--- config.mk ---
export PLATFORM = sky130hd
export DESIGN_NAME = bgis_processor_flat
export DESIGN_NICKNAME = d
export VERILOG_FILES = /design/src/rtl/bgis_pkg.sv /design/src/rtl/bgis_link_if.sv /design/src/rtl/bgis_processor.sv /design/src/flat_wrapper.sv
export SDC_FILE = /design/constraint.sdc
export NUM_CORES = 1
export LEC_CHECK = 0
export ABC_AREA = 0
export BUFFER_PORTS_ARGS = -buffer_cell sky130_fd_sc_hd__buf_2
export CAP_MARGIN = 20
export CORE_MARGIN = 5
export CORE_UTILIZATION = 38
export DETAILED_ROUTE_END_ITERATION = 7
export SETUP_SLACK_MARGIN = 0.2
export SKIP_LAST_GASP = 1
export SLEW_MARGIN = 20
export SYNTH_ARGS = -nofsm -noshare
export SYNTH_HDL_FRONTEND = slang
export SYNTH_SLANG_ARGS = --single-unit
--- constraint.sdc ---
create_clock -name clk -period 1.7 [get_ports clk]
set_input_delay 0.17 -clock clk [delete_from_list [all_inputs] [get_ports clk]]
set_output_delay 0.17 -clock clk [all_outputs]
set_load 0.03 [all_outputs]
--- src/rtl/bgis_pkg.sv ---
// Package for the bus grant and input sampling block.
// Assumes a single 40 MHz clock shared by both ends.
package bgis_pkg;
  // ----------------------------------------------------------------
  // Timing
  // ----------------------------------------------------------------
  localparam int CLK_PERIOD_NS = 25;
  localparam int RESET_MIN_CLKS = 5;
  localparam int PLL_SETTLE_CLKS = 2000;
  localparam int PULSE_MIN_NS = 10;
  // Least time rounds up, never below one cycle.
  localparam int PULSE_MIN_CLKS_RAW = (PULSE_MIN_NS + CLK_PERIOD_NS - 1) / CLK_PERIOD_NS;
  localparam int PULSE_MIN_CLKS = (PULSE_MIN_CLKS_RAW < 1) ? 1 : PULSE_MIN_CLKS_RAW;
  localparam int PLL_CNT_W = 11;
  localparam int RST_CNT_W = 3;
  localparam int NUM_IRQ = 3;
  // ----------------------------------------------------------------
  // Arbiter states
  // ----------------------------------------------------------------
  typedef enum logic [1:0] {
    BGIS_OWN = 2'b00,
    BGIS_RELEASE = 2'b01,
    BGIS_GRANTED = 2'b10,
    BGIS_RESUME = 2'b11
  } bgis_state_t;
endpackage

--- src/rtl/bgis_link_if.sv ---
// Interface joining the processor end and the outside requester end.
// Assumes the testbench resolves the shared strobe wires from the enables.
`timescale 1ns/1ps
`default_nettype none
interface bgis_link_if;
  logic bus_request_n;
  logic bus_grant_n;
  logic [bgis_pkg::NUM_IRQ-1:0] interrupt_request_n;
  logic flag_input;
  logic flag_output;
  logic data_memory_select_n;
  logic program_memory_select_n;
  logic boot_memory_select_n;
  logic read_strobe_n;
  logic write_strobe_n;
  logic strobe_oe;
  logic ext_strobe_oe;
  logic ext_data_memory_select_n;
  logic ext_read_strobe_n;
  logic ext_write_strobe_n;
  logic processor_clock_out;

  modport processor (
    input bus_request_n, interrupt_request_n, flag_input,
    output bus_grant_n, flag_output, data_memory_select_n, program_memory_select_n,
    output boot_memory_select_n, read_strobe_n, write_strobe_n, strobe_oe,
    output processor_clock_out
  );
  modport requester (
    output bus_request_n, interrupt_request_n, flag_input,
    output ext_strobe_oe, ext_data_memory_select_n, ext_read_strobe_n, ext_write_strobe_n,
    input bus_grant_n, flag_output, processor_clock_out
  );
endinterface
`default_nettype wire

--- src/rtl/bgis_processor.sv ---
// Processor end: samples the bus request, interrupts and flag input,
// releases the memory strobes and hands the bus over.
// Assumes all link inputs may be asynchronous to clk.
`timescale 1ns/1ps
`default_nettype none
// What this block needs and does
// - Reset held low at least five clocks; not measured, reset_held_ok only counts clocks after release.
// - Clock loop settles within 2000 input clocks.
// - Interrupt or flag seen by the core on the third clock edge after the input changes.
// - Edge interrupt pulses longer than 10 ns; sampled on clk only, so a pulse shorter than one 25 ns cycle can be missed.
// - Level interrupts stay low until serviced.
// - Bus request recognised on the third clock edge after it falls.
// - Grant asserts the cycle after recognition.
// - Asynchronous bus request needs no outside synchroniser.
// - Bus request pulses longer than 10 ns; sampled on clk only, so a pulse shorter than one 25 ns cycle can be missed.
module bgis_processor (
  input wire logic clk, // System clock, also the input clock.
  input wire logic reset_n, // Asynchronous reset, active low.
  bgis_link_if.processor link, // Link to the outside requester.
  input wire logic core_dms_n, // Core data memory select.
  input wire logic core_pms_n, // Core program memory select.
  input wire logic core_bms_n, // Core boot memory select.
  input wire logic core_rd_n, // Core read strobe.
  input wire logic core_wr_n, // Core write strobe.
  input wire logic core_flag_out, // Core flag output value.
  input wire logic [bgis_pkg::NUM_IRQ-1:0] irq_edge_mode, // One selects edge sense.
  input wire logic [bgis_pkg::NUM_IRQ-1:0] irq_serviced, // Pulse clears a latched edge.
  output logic [bgis_pkg::NUM_IRQ-1:0] irq_pending, // Interrupts seen by the core.
  output logic flag_seen, // Sampled flag input.
  output logic core_stalled, // Core has lost the bus.
  output logic pll_locked, // Clock loop has settled.
  output logic reset_held_ok // Minimum count has run since reset release.
);
  // ----------------------------------------------------------------
  // Input synchronisers
  // ----------------------------------------------------------------
  // Two stages make the asynchronous request safe; the first stage is
  // read only by the second.
  localparam int SYNC_W = bgis_pkg::NUM_IRQ + 2;
  // Idle levels: request and interrupts high, flag input low, so no false event follows reset.
  localparam logic [SYNC_W-1:0] SYNC_IDLE = {1'b1, 1'b0, {bgis_pkg::NUM_IRQ{1'b1}}};
  logic [SYNC_W-1:0] sync1_ff, sync2_ff, nxt_sync1, nxt_sync2;

  always_comb begin
    nxt_sync1 = {link.bus_request_n, link.flag_input, link.interrupt_request_n};
    nxt_sync2 = sync1_ff;
  end

  always_ff @(posedge clk or negedge reset_n) begin
    if (!reset_n) begin
      sync1_ff <= SYNC_IDLE;
      sync2_ff <= SYNC_IDLE;
    end else begin
      sync1_ff <= nxt_sync1;
      sync2_ff <= nxt_sync2;
    end
  end

  logic req_seen;
  logic [bgis_pkg::NUM_IRQ-1:0] irq_lvl;
  assign req_seen = ~sync2_ff[SYNC_W-1];
  assign irq_lvl = ~sync2_ff[bgis_pkg::NUM_IRQ-1:0];

  // ----------------------------------------------------------------
  // Interrupt and flag recognition
  // ----------------------------------------------------------------
  // A latched set is used for edge mode so a sampled edge is held until serviced;
  // a set in the same cycle as a service wins over the clear.
  logic [bgis_pkg::NUM_IRQ-1:0] irq_prev_ff, nxt_irq_prev;
  logic [bgis_pkg::NUM_IRQ-1:0] irq_latch_ff, nxt_irq_latch;
  logic flag_ff, nxt_flag;

  genvar gi;
  generate
    for (gi = 0; gi < bgis_pkg::NUM_IRQ; gi++) begin : g_irq
      always_comb begin
        nxt_irq_prev[gi] = irq_lvl[gi];
        if (irq_lvl[gi] & ~irq_prev_ff[gi]) begin
          nxt_irq_latch[gi] = 1'b1;
        end else if (irq_serviced[gi]) begin
          nxt_irq_latch[gi] = 1'b0;
        end else begin
          nxt_irq_latch[gi] = irq_latch_ff[gi];
        end
      end
      // Level mode follows the line, which the source holds until serviced.
      assign irq_pending[gi] = irq_edge_mode[gi] ? irq_latch_ff[gi] : irq_prev_ff[gi];
    end
  endgenerate

  always_comb begin
    nxt_flag = sync2_ff[bgis_pkg::NUM_IRQ];
  end

  always_ff @(posedge clk or negedge reset_n) begin
    if (!reset_n) begin
      irq_prev_ff <= '0;
      irq_latch_ff <= '0;
      flag_ff <= 1'b0;
    end else begin
      irq_prev_ff <= nxt_irq_prev;
      irq_latch_ff <= nxt_irq_latch;
      flag_ff <= nxt_flag;
    end
  end
  assign flag_seen = flag_ff;

  // ----------------------------------------------------------------
  // Bus arbitration
  // ----------------------------------------------------------------
  bgis_pkg::bgis_state_t state_ff, nxt_state;
  logic grant_n_ff, nxt_grant_n;
  logic oe_ff, nxt_oe;

  // Recognition floats the strobes; grant follows one cycle later, so the
  // strobes are off before the grant falls.
  always_comb begin
    nxt_state = state_ff;
    nxt_grant_n = grant_n_ff;
    nxt_oe = oe_ff;
    case (state_ff)
      bgis_pkg::BGIS_OWN: begin
        if (req_seen && pll_locked) begin
          nxt_state = bgis_pkg::BGIS_RELEASE;
          nxt_oe = 1'b0;
        end
      end
      bgis_pkg::BGIS_RELEASE: begin
        nxt_state = bgis_pkg::BGIS_GRANTED;
        nxt_grant_n = 1'b0;
      end
      bgis_pkg::BGIS_GRANTED: begin
        if (!req_seen) begin
          nxt_state = bgis_pkg::BGIS_RESUME;
          nxt_grant_n = 1'b1;
        end
      end
      bgis_pkg::BGIS_RESUME: begin
        nxt_state = bgis_pkg::BGIS_OWN;
        nxt_oe = 1'b1;
      end
      default: begin
        nxt_state = bgis_pkg::BGIS_OWN;
        nxt_grant_n = 1'b1;
        nxt_oe = 1'b1;
      end
    endcase
  end

  always_ff @(posedge clk or negedge reset_n) begin
    if (!reset_n) begin
      state_ff <= bgis_pkg::BGIS_OWN;
      grant_n_ff <= 1'b1;
      oe_ff <= 1'b1;
    end else begin
      state_ff <= nxt_state;
      grant_n_ff <= nxt_grant_n;
      oe_ff <= nxt_oe;
    end
  end

  // ----------------------------------------------------------------
  // Start-up counters
  // ----------------------------------------------------------------
  // The loop settle time is modelled as a fixed count; arbitration waits
  // for it so no grant is given on an unstable clock.
  logic [bgis_pkg::PLL_CNT_W-1:0] pll_cnt_ff, nxt_pll_cnt;
  logic lock_ff, nxt_lock;
  logic [bgis_pkg::RST_CNT_W-1:0] rst_cnt_ff, nxt_rst_cnt;
  logic rst_ok_ff, nxt_rst_ok;

  always_comb begin
    nxt_pll_cnt = pll_cnt_ff;
    nxt_lock = lock_ff;
    if (!lock_ff) begin
      if (pll_cnt_ff == bgis_pkg::PLL_CNT_W'(bgis_pkg::PLL_SETTLE_CLKS - 1)) begin
        nxt_lock = 1'b1;
      end else begin
        nxt_pll_cnt = pll_cnt_ff + 1'b1;
      end
    end
    // A reset shorter than the minimum cannot be measured after the fact
    // with an async reset, so only the startup hold is checked: the flag
    // rises once the block has run the minimum count after release.
    nxt_rst_cnt = rst_cnt_ff;
    nxt_rst_ok = rst_ok_ff;
    if (rst_cnt_ff == bgis_pkg::RST_CNT_W'(bgis_pkg::RESET_MIN_CLKS)) begin
      nxt_rst_ok = 1'b1;
    end else begin
      nxt_rst_cnt = rst_cnt_ff + 1'b1;
    end
  end

  always_ff @(posedge clk or negedge reset_n) begin
    if (!reset_n) begin
      pll_cnt_ff <= '0;
      lock_ff <= 1'b0;
      rst_cnt_ff <= '0;
      rst_ok_ff <= 1'b0;
    end else begin
      pll_cnt_ff <= nxt_pll_cnt;
      lock_ff <= nxt_lock;
      rst_cnt_ff <= nxt_rst_cnt;
      rst_ok_ff <= nxt_rst_ok;
    end
  end
  assign pll_locked = lock_ff;
  assign reset_held_ok = rst_ok_ff;

  // ----------------------------------------------------------------
  // Link outputs
  // ----------------------------------------------------------------
  logic flag_out_ff;
  always_ff @(posedge clk or negedge reset_n) begin
    if (!reset_n) begin
      flag_out_ff <= 1'b0;
    end else begin
      flag_out_ff <= core_flag_out;
    end
  end

  assign link.bus_grant_n = grant_n_ff;
  assign link.strobe_oe = oe_ff;
  assign link.data_memory_select_n = core_dms_n;
  assign link.program_memory_select_n = core_pms_n;
  assign link.boot_memory_select_n = core_bms_n;
  assign link.read_strobe_n = core_rd_n;
  assign link.write_strobe_n = core_wr_n;
  assign link.flag_output = flag_out_ff;
  assign link.processor_clock_out = clk;
  assign core_stalled = ~oe_ff;
endmodule
`default_nettype wire

--- src/flat_wrapper.sv ---
// flat-port wrapper written by rule: the top's interface ports become plain ports
module bgis_processor_flat 
  (clk, reset_n, core_dms_n, core_pms_n, core_bms_n, core_rd_n, core_wr_n, core_flag_out, irq_edge_mode, irq_serviced, irq_pending, flag_seen, core_stalled, pll_locked, reset_held_ok, link_bus_request_n, link_interrupt_request_n, link_flag_input, link_bus_grant_n, link_flag_output, link_data_memory_select_n, link_program_memory_select_n, link_boot_memory_select_n, link_read_strobe_n, link_write_strobe_n, link_strobe_oe, link_processor_clock_out);
  bgis_link_if link_i ();
  input wire logic clk;
  input wire logic reset_n;
  input wire logic core_dms_n;
  input wire logic core_pms_n;
  input wire logic core_bms_n;
  input wire logic core_rd_n;
  input wire logic core_wr_n;
  input wire logic core_flag_out;
  input wire logic [bgis_pkg::NUM_IRQ-1:0] irq_edge_mode;
  input wire logic [bgis_pkg::NUM_IRQ-1:0] irq_serviced;
  output logic [bgis_pkg::NUM_IRQ-1:0] irq_pending;
  output logic flag_seen;
  output logic core_stalled;
  output logic pll_locked;
  output logic reset_held_ok;
  input wire logic [$bits(link_i.bus_request_n)-1:0] link_bus_request_n;
  input wire logic [$bits(link_i.interrupt_request_n)-1:0] link_interrupt_request_n;
  input wire logic [$bits(link_i.flag_input)-1:0] link_flag_input;
  output wire logic [$bits(link_i.bus_grant_n)-1:0] link_bus_grant_n;
  output wire logic [$bits(link_i.flag_output)-1:0] link_flag_output;
  output wire logic [$bits(link_i.data_memory_select_n)-1:0] link_data_memory_select_n;
  output wire logic [$bits(link_i.program_memory_select_n)-1:0] link_program_memory_select_n;
  output wire logic [$bits(link_i.boot_memory_select_n)-1:0] link_boot_memory_select_n;
  output wire logic [$bits(link_i.read_strobe_n)-1:0] link_read_strobe_n;
  output wire logic [$bits(link_i.write_strobe_n)-1:0] link_write_strobe_n;
  output wire logic [$bits(link_i.strobe_oe)-1:0] link_strobe_oe;
  output wire logic [$bits(link_i.processor_clock_out)-1:0] link_processor_clock_out;
  assign link_i.bus_request_n = link_bus_request_n;
  assign link_i.interrupt_request_n = link_interrupt_request_n;
  assign link_i.flag_input = link_flag_input;
  assign link_bus_grant_n = link_i.bus_grant_n;
  assign link_flag_output = link_i.flag_output;
  assign link_data_memory_select_n = link_i.data_memory_select_n;
  assign link_program_memory_select_n = link_i.program_memory_select_n;
  assign link_boot_memory_select_n = link_i.boot_memory_select_n;
  assign link_read_strobe_n = link_i.read_strobe_n;
  assign link_write_strobe_n = link_i.write_strobe_n;
  assign link_strobe_oe = link_i.strobe_oe;
  assign link_processor_clock_out = link_i.processor_clock_out;
  bgis_processor u_core (.clk(clk), .reset_n(reset_n), .link(link_i), .core_dms_n(core_dms_n), .core_pms_n(core_pms_n), .core_bms_n(core_bms_n), .core_rd_n(core_rd_n), .core_wr_n(core_wr_n), .core_flag_out(core_flag_out), .irq_edge_mode(irq_edge_mode), .irq_serviced(irq_serviced), .irq_pending(irq_pending), .flag_seen(flag_seen), .core_stalled(core_stalled), .pll_locked(pll_locked), .reset_held_ok(reset_held_ok));
endmodule
After elaboration in Yosys (flattened, before gate mapping)
Index checks and enable logic that the tools add are counted.
Storage, ports and cells
  logic and storage cells: 64
  input bits: 19
  bits in registers: 38
Cells by class
  reductions and logical operators: 11
  multiplexer cells: 18
  add/subtract/negate cells: 2
  bitwise logic cells: 11
  eq/ne operators: 7
Operators with widths (count)
  two-way mux 1 bit: 13
  adder 11 x 1 -> 11 bit (second input constant): 1
  == test 11 bit (second input constant): 1
  nonzero test 2 bit: 5
  one-hot mux 2 bit (4 select lines): 1
  AND reduction 2 bit: 4
  NOT 1 bit: 7
  == test 2 bit (second input constant): 2
  two-way mux 2 bit: 2
  inequality test 2 x 1 -> 1 bit (second input constant): 2
  one-hot mux 1 bit (2 select lines): 2
  adder 3 x 1 -> 3 bit (second input constant): 1
  AND 1 bit: 3
  == test 3 bit (second input constant): 1
  NOT 3 bit: 1
  == test 2 x 1 -> 1 bit (second input constant): 1
  logical NOT 2 bit: 1
  logical AND 1 bit: 1

Depth between registers and ports, before layout
  depth after elaboration: 4
  depth in mapped cells: 5

==> summary.md <==
| Metric | Value |
|---|---|
| Status | `completed` |
| Final setup violating endpoints | `0` |
| Largest net degree at the start of global routing | `28` |
| Crit end category | `flop` |
| Minimum clock period | `1.47 ns` |
| Drt drc | `0` |
| Peak supply drop | `~1100 uV` |
| Clk_skew | `0.00575 ns` |
| Setup TNS | `0 ns` |
| Synth top cells by count | `dfrtp_1, inv_1, dfstp_2, nor2_1, ha_1` |
| Worst-Margin Slew | `0.329 ns` |
| First-pass GRT wire length | `5000 um` |
| Initial Util | `38.5%` |
| Antenna Violating Nets Remaining | `0` |
| Hold crit path type | `in -> async` |
| Async set-or-reset flop fraction in the synthesized netlist | `between 90% and 100%` |
| Tcrit/Tclk final | `86.2%` |
| Top-area cell type share of the netlist area | `42.4%` |
| Syn nets | `approximately 160` |
| Number of synthesized flops with an enable pin | `0` |
| HPWL after detailed placement | `about 2000 um` |
| All-Layer GR Usage | `11.5%` |
| Initial antenna violation count | `0` |
| Yosys top cell by area | `dfrtp_1` |
| CTS tree | `built` |
| Vias per Instance | `~4.7` |
| Post-Syn Instances | `132` |
| R2R setup slack | `0.23 ns` |
| Die W | `~76 um` |
| Row count | `24` |
| #FFs+latches synth | `38` |
| Gr ovfl total | `0` |
| Crit-path slowest cell | `dfrtp_1` |
| Slowest stage delay, CP | `between 0.3 and 0.4 ns` |
| Sequential fraction of the synthesis area | `roughly three fifths` |
| Ys Warns | `0` |
| Mean Syn Cell Area | `12.5 sq um` |
| RSZ-0062 raised after global routing | `yes` |
| Syn Std Cell Area | `~0.0017 sq mm` |
| Critical path cell sequence | `ha_2, and4bb_1, a41oi_4, mux2_4` |
| Vias in the first global route | `between 1k and 1.5k` |
| Max cap viols | `0` |
| CP startpoint kind | `flop` |
| Filler cells | `a little under 400` |
| Ranking of synthesized cells by area | `dfrtp_1, dfstp_2, ha_1, inv_1, buf_4` |
| Crit path DAT | `roughly 1.8 ns` |
| Fmax | `0.683 GHz` |
| Final Hold Fails | `0` |
| Pwr Density | `between 900 and 1000 mW/mm^2` |
| Leakage power figure | `0.000977 uW` |
| WS Path Type | `reg -> reg` |
| Design Area, Final | `0.00206 sq mm` |
| DRT iter0 DRCs | `79` |
| N_diodes | `0` |
| PnR worst setup slack | `approximately 0.23 ns` |
| Clk_lat worst skew | `0.39 ns` |
| Port bufs | `24` |
| Main synth FF type | `dfrtp_1` |
| Hold Slack | `0.175 ns` |
| Fraction of layout cells with a size suffix above 1 | `34.9%` |
| Drt first pass iters | `3` |
| Final Max Slew Viols | `0` |
| Top-count cell post-synth | `dfrtp_1` |
| Worst-path maximum fanout | `4` |
| Die area | `0.00577 sq mm` |
| Placement Cell Area | `between 0.0015 and 0.002 sq mm` |
| Rel. slew slack | `78.0%` |
| WP data required | `1.98 ns` |
| Aggregate routed wire length | `2950 um` |
| Yosys cell types | `38` |
| Routability cong. | `0.797` |
| Routed wire per std cell | `13.0 um` |
| Nets@finish | `201` |
| Vias | `1072` |
| Area delta synth->final | `24.7%` |
| Die Y | `76.0 um` |
| Core area | `0.00429 sq mm` |
| Pre-CTS worst setup slack | `0.157 ns` |
| Clk pin slew, worst setup/hold paths | `~0.070 ns` |
| # IOs | `35` |
==> state kept, by name (all words and copies together), names as in the netlist <==
| name | cells |
|---|---|
| u_core.link.strobe_oe | 1 |
| u_core.state_ff | 2 |
| u_core.link.bus_grant_n | 1 |
| u_core.pll_cnt_ff | 11 |
| u_core.pll_locked | 1 |
| u_core.link.flag_output | 1 |
| u_core.rst_cnt_ff | 3 |
| u_core.sync2_ff | 5 |
| u_core.reset_held_ok | 1 |
| u_core.irq_prev_ff | 3 |
| u_core.flag_seen | 1 |
| u_core.irq_latch_ff | 3 |
| u_core.nxt_sync2 | 5 |
==> timing repair <==
action / 4_1_cts / 5_1_grt
hold endpoints to repair: 20 / 0
setup buffers: 3 / 0
pin swaps: 1 / 1
hold buffers: 10 / 0
resized for setup: 0 / 1
setup endpoints to repair: 1 / 3
==> cell type report <==
class / count / area [sq um] / share of cell area, %
Sequential cell: 38 / 963 / 46.8
Multi-Input combinational cell: 72 / 589 / 28.6
Timing Repair Buffer: 37 / 245 / 11.9
Clock buffer: 11 / 133 / 6.44
Tap cell: 52 / 65.1 / 3.16
Inverter: 16 / 60.1 / 2.91
Clock inverter: 1 / 5.00 / 0.243
==> critical path: cells and delay by family (launching register included) <==
kind	cells	cell delay, ns
compound gates	1	0.23
flops	1	0.39
fa+ha+maj	1	0.21
mux	1	0.31
simple gates	1	0.22
==> cell usage in the layout, fill, tap and decap left out, drive strengths merged, types with 3 or more instances in the layout <==
cell type / n
a21oi: 4
buf: 28
clkbuf: 10
dfrtp: 28
dfstp: 10
dlygate4sd3: 10
ha: 8
inv: 16
mux2: 4
nand2: 6
nand2b: 3
nor2: 9
nor4: 3
o22ai: 3
xnor2: 3
xor2: 5
==> metrics by stage <==
stage	util [%]	std cells	total power (uW)
2_1_floorplan	-	132	1110
3_3_place_gp	42.0	203	1110
3_5_place_dp	42.0	203	1120
4_1_cts	47.9	227	1960
5_1_grt	48.0	227	2020
6_report	48.0	227	1930
==> kinds of logic (layout without fill, tap and decap cells) <==
| group | Yosys count | count (layout) | share of synthesized area [%] |
|---|---|---|---|
| AO/OA/AOI/OAI | 19 | 19 | 9.01 |
| XOR/XNOR | 8 | 8 | 4.24 |
| adder cells (fa/ha/maj) | 8 | 8 | 6.06 |
| buffers and inverters | 22 | 65 | 6.36 |
| flip-flops | 38 | 38 | 58.3 |
| multiplexers | 5 | 5 | 3.56 |
| AND/OR/NAND/NOR | 32 | 32 | 12.5 |
==> final timing paths <==
kind / start / to / depth (start not counted)
max: u_core.pll_cnt_ff[0] / u_core.pll_cnt_ff[1] / 4
min: reset_n / u_core.reset_held_ok / 2
max reg2reg: u_core.pll_cnt_ff[0] / u_core.pll_cnt_ff[1] / 4
min reg2reg: u_core.nxt_sync2[3] / u_core.sync2_ff[3] / 0
max in group asynchronous: reset_n / u_core.sync2_ff[4] / 3
min in group clk: core_wr_n / link_write_strobe_n / 0
==> routing by layer <==
layer	global-route usage, %	part of all wire, %
met1	12.7	44
met2	16.4	49
met3	4.98	4.6
met4	10.1	2.7
met5	0	0
==> power by group <==
| part | internal (uW) | switching (uW) | total [uW] |
|---|---|---|---|
| sequential | 936 | 11.2 | 947 |
| combinational | 43.9 | 52.1 | 96.0 |
| clock | 494 | 393 | 886 |
Power figures use the tool's default switching activity.
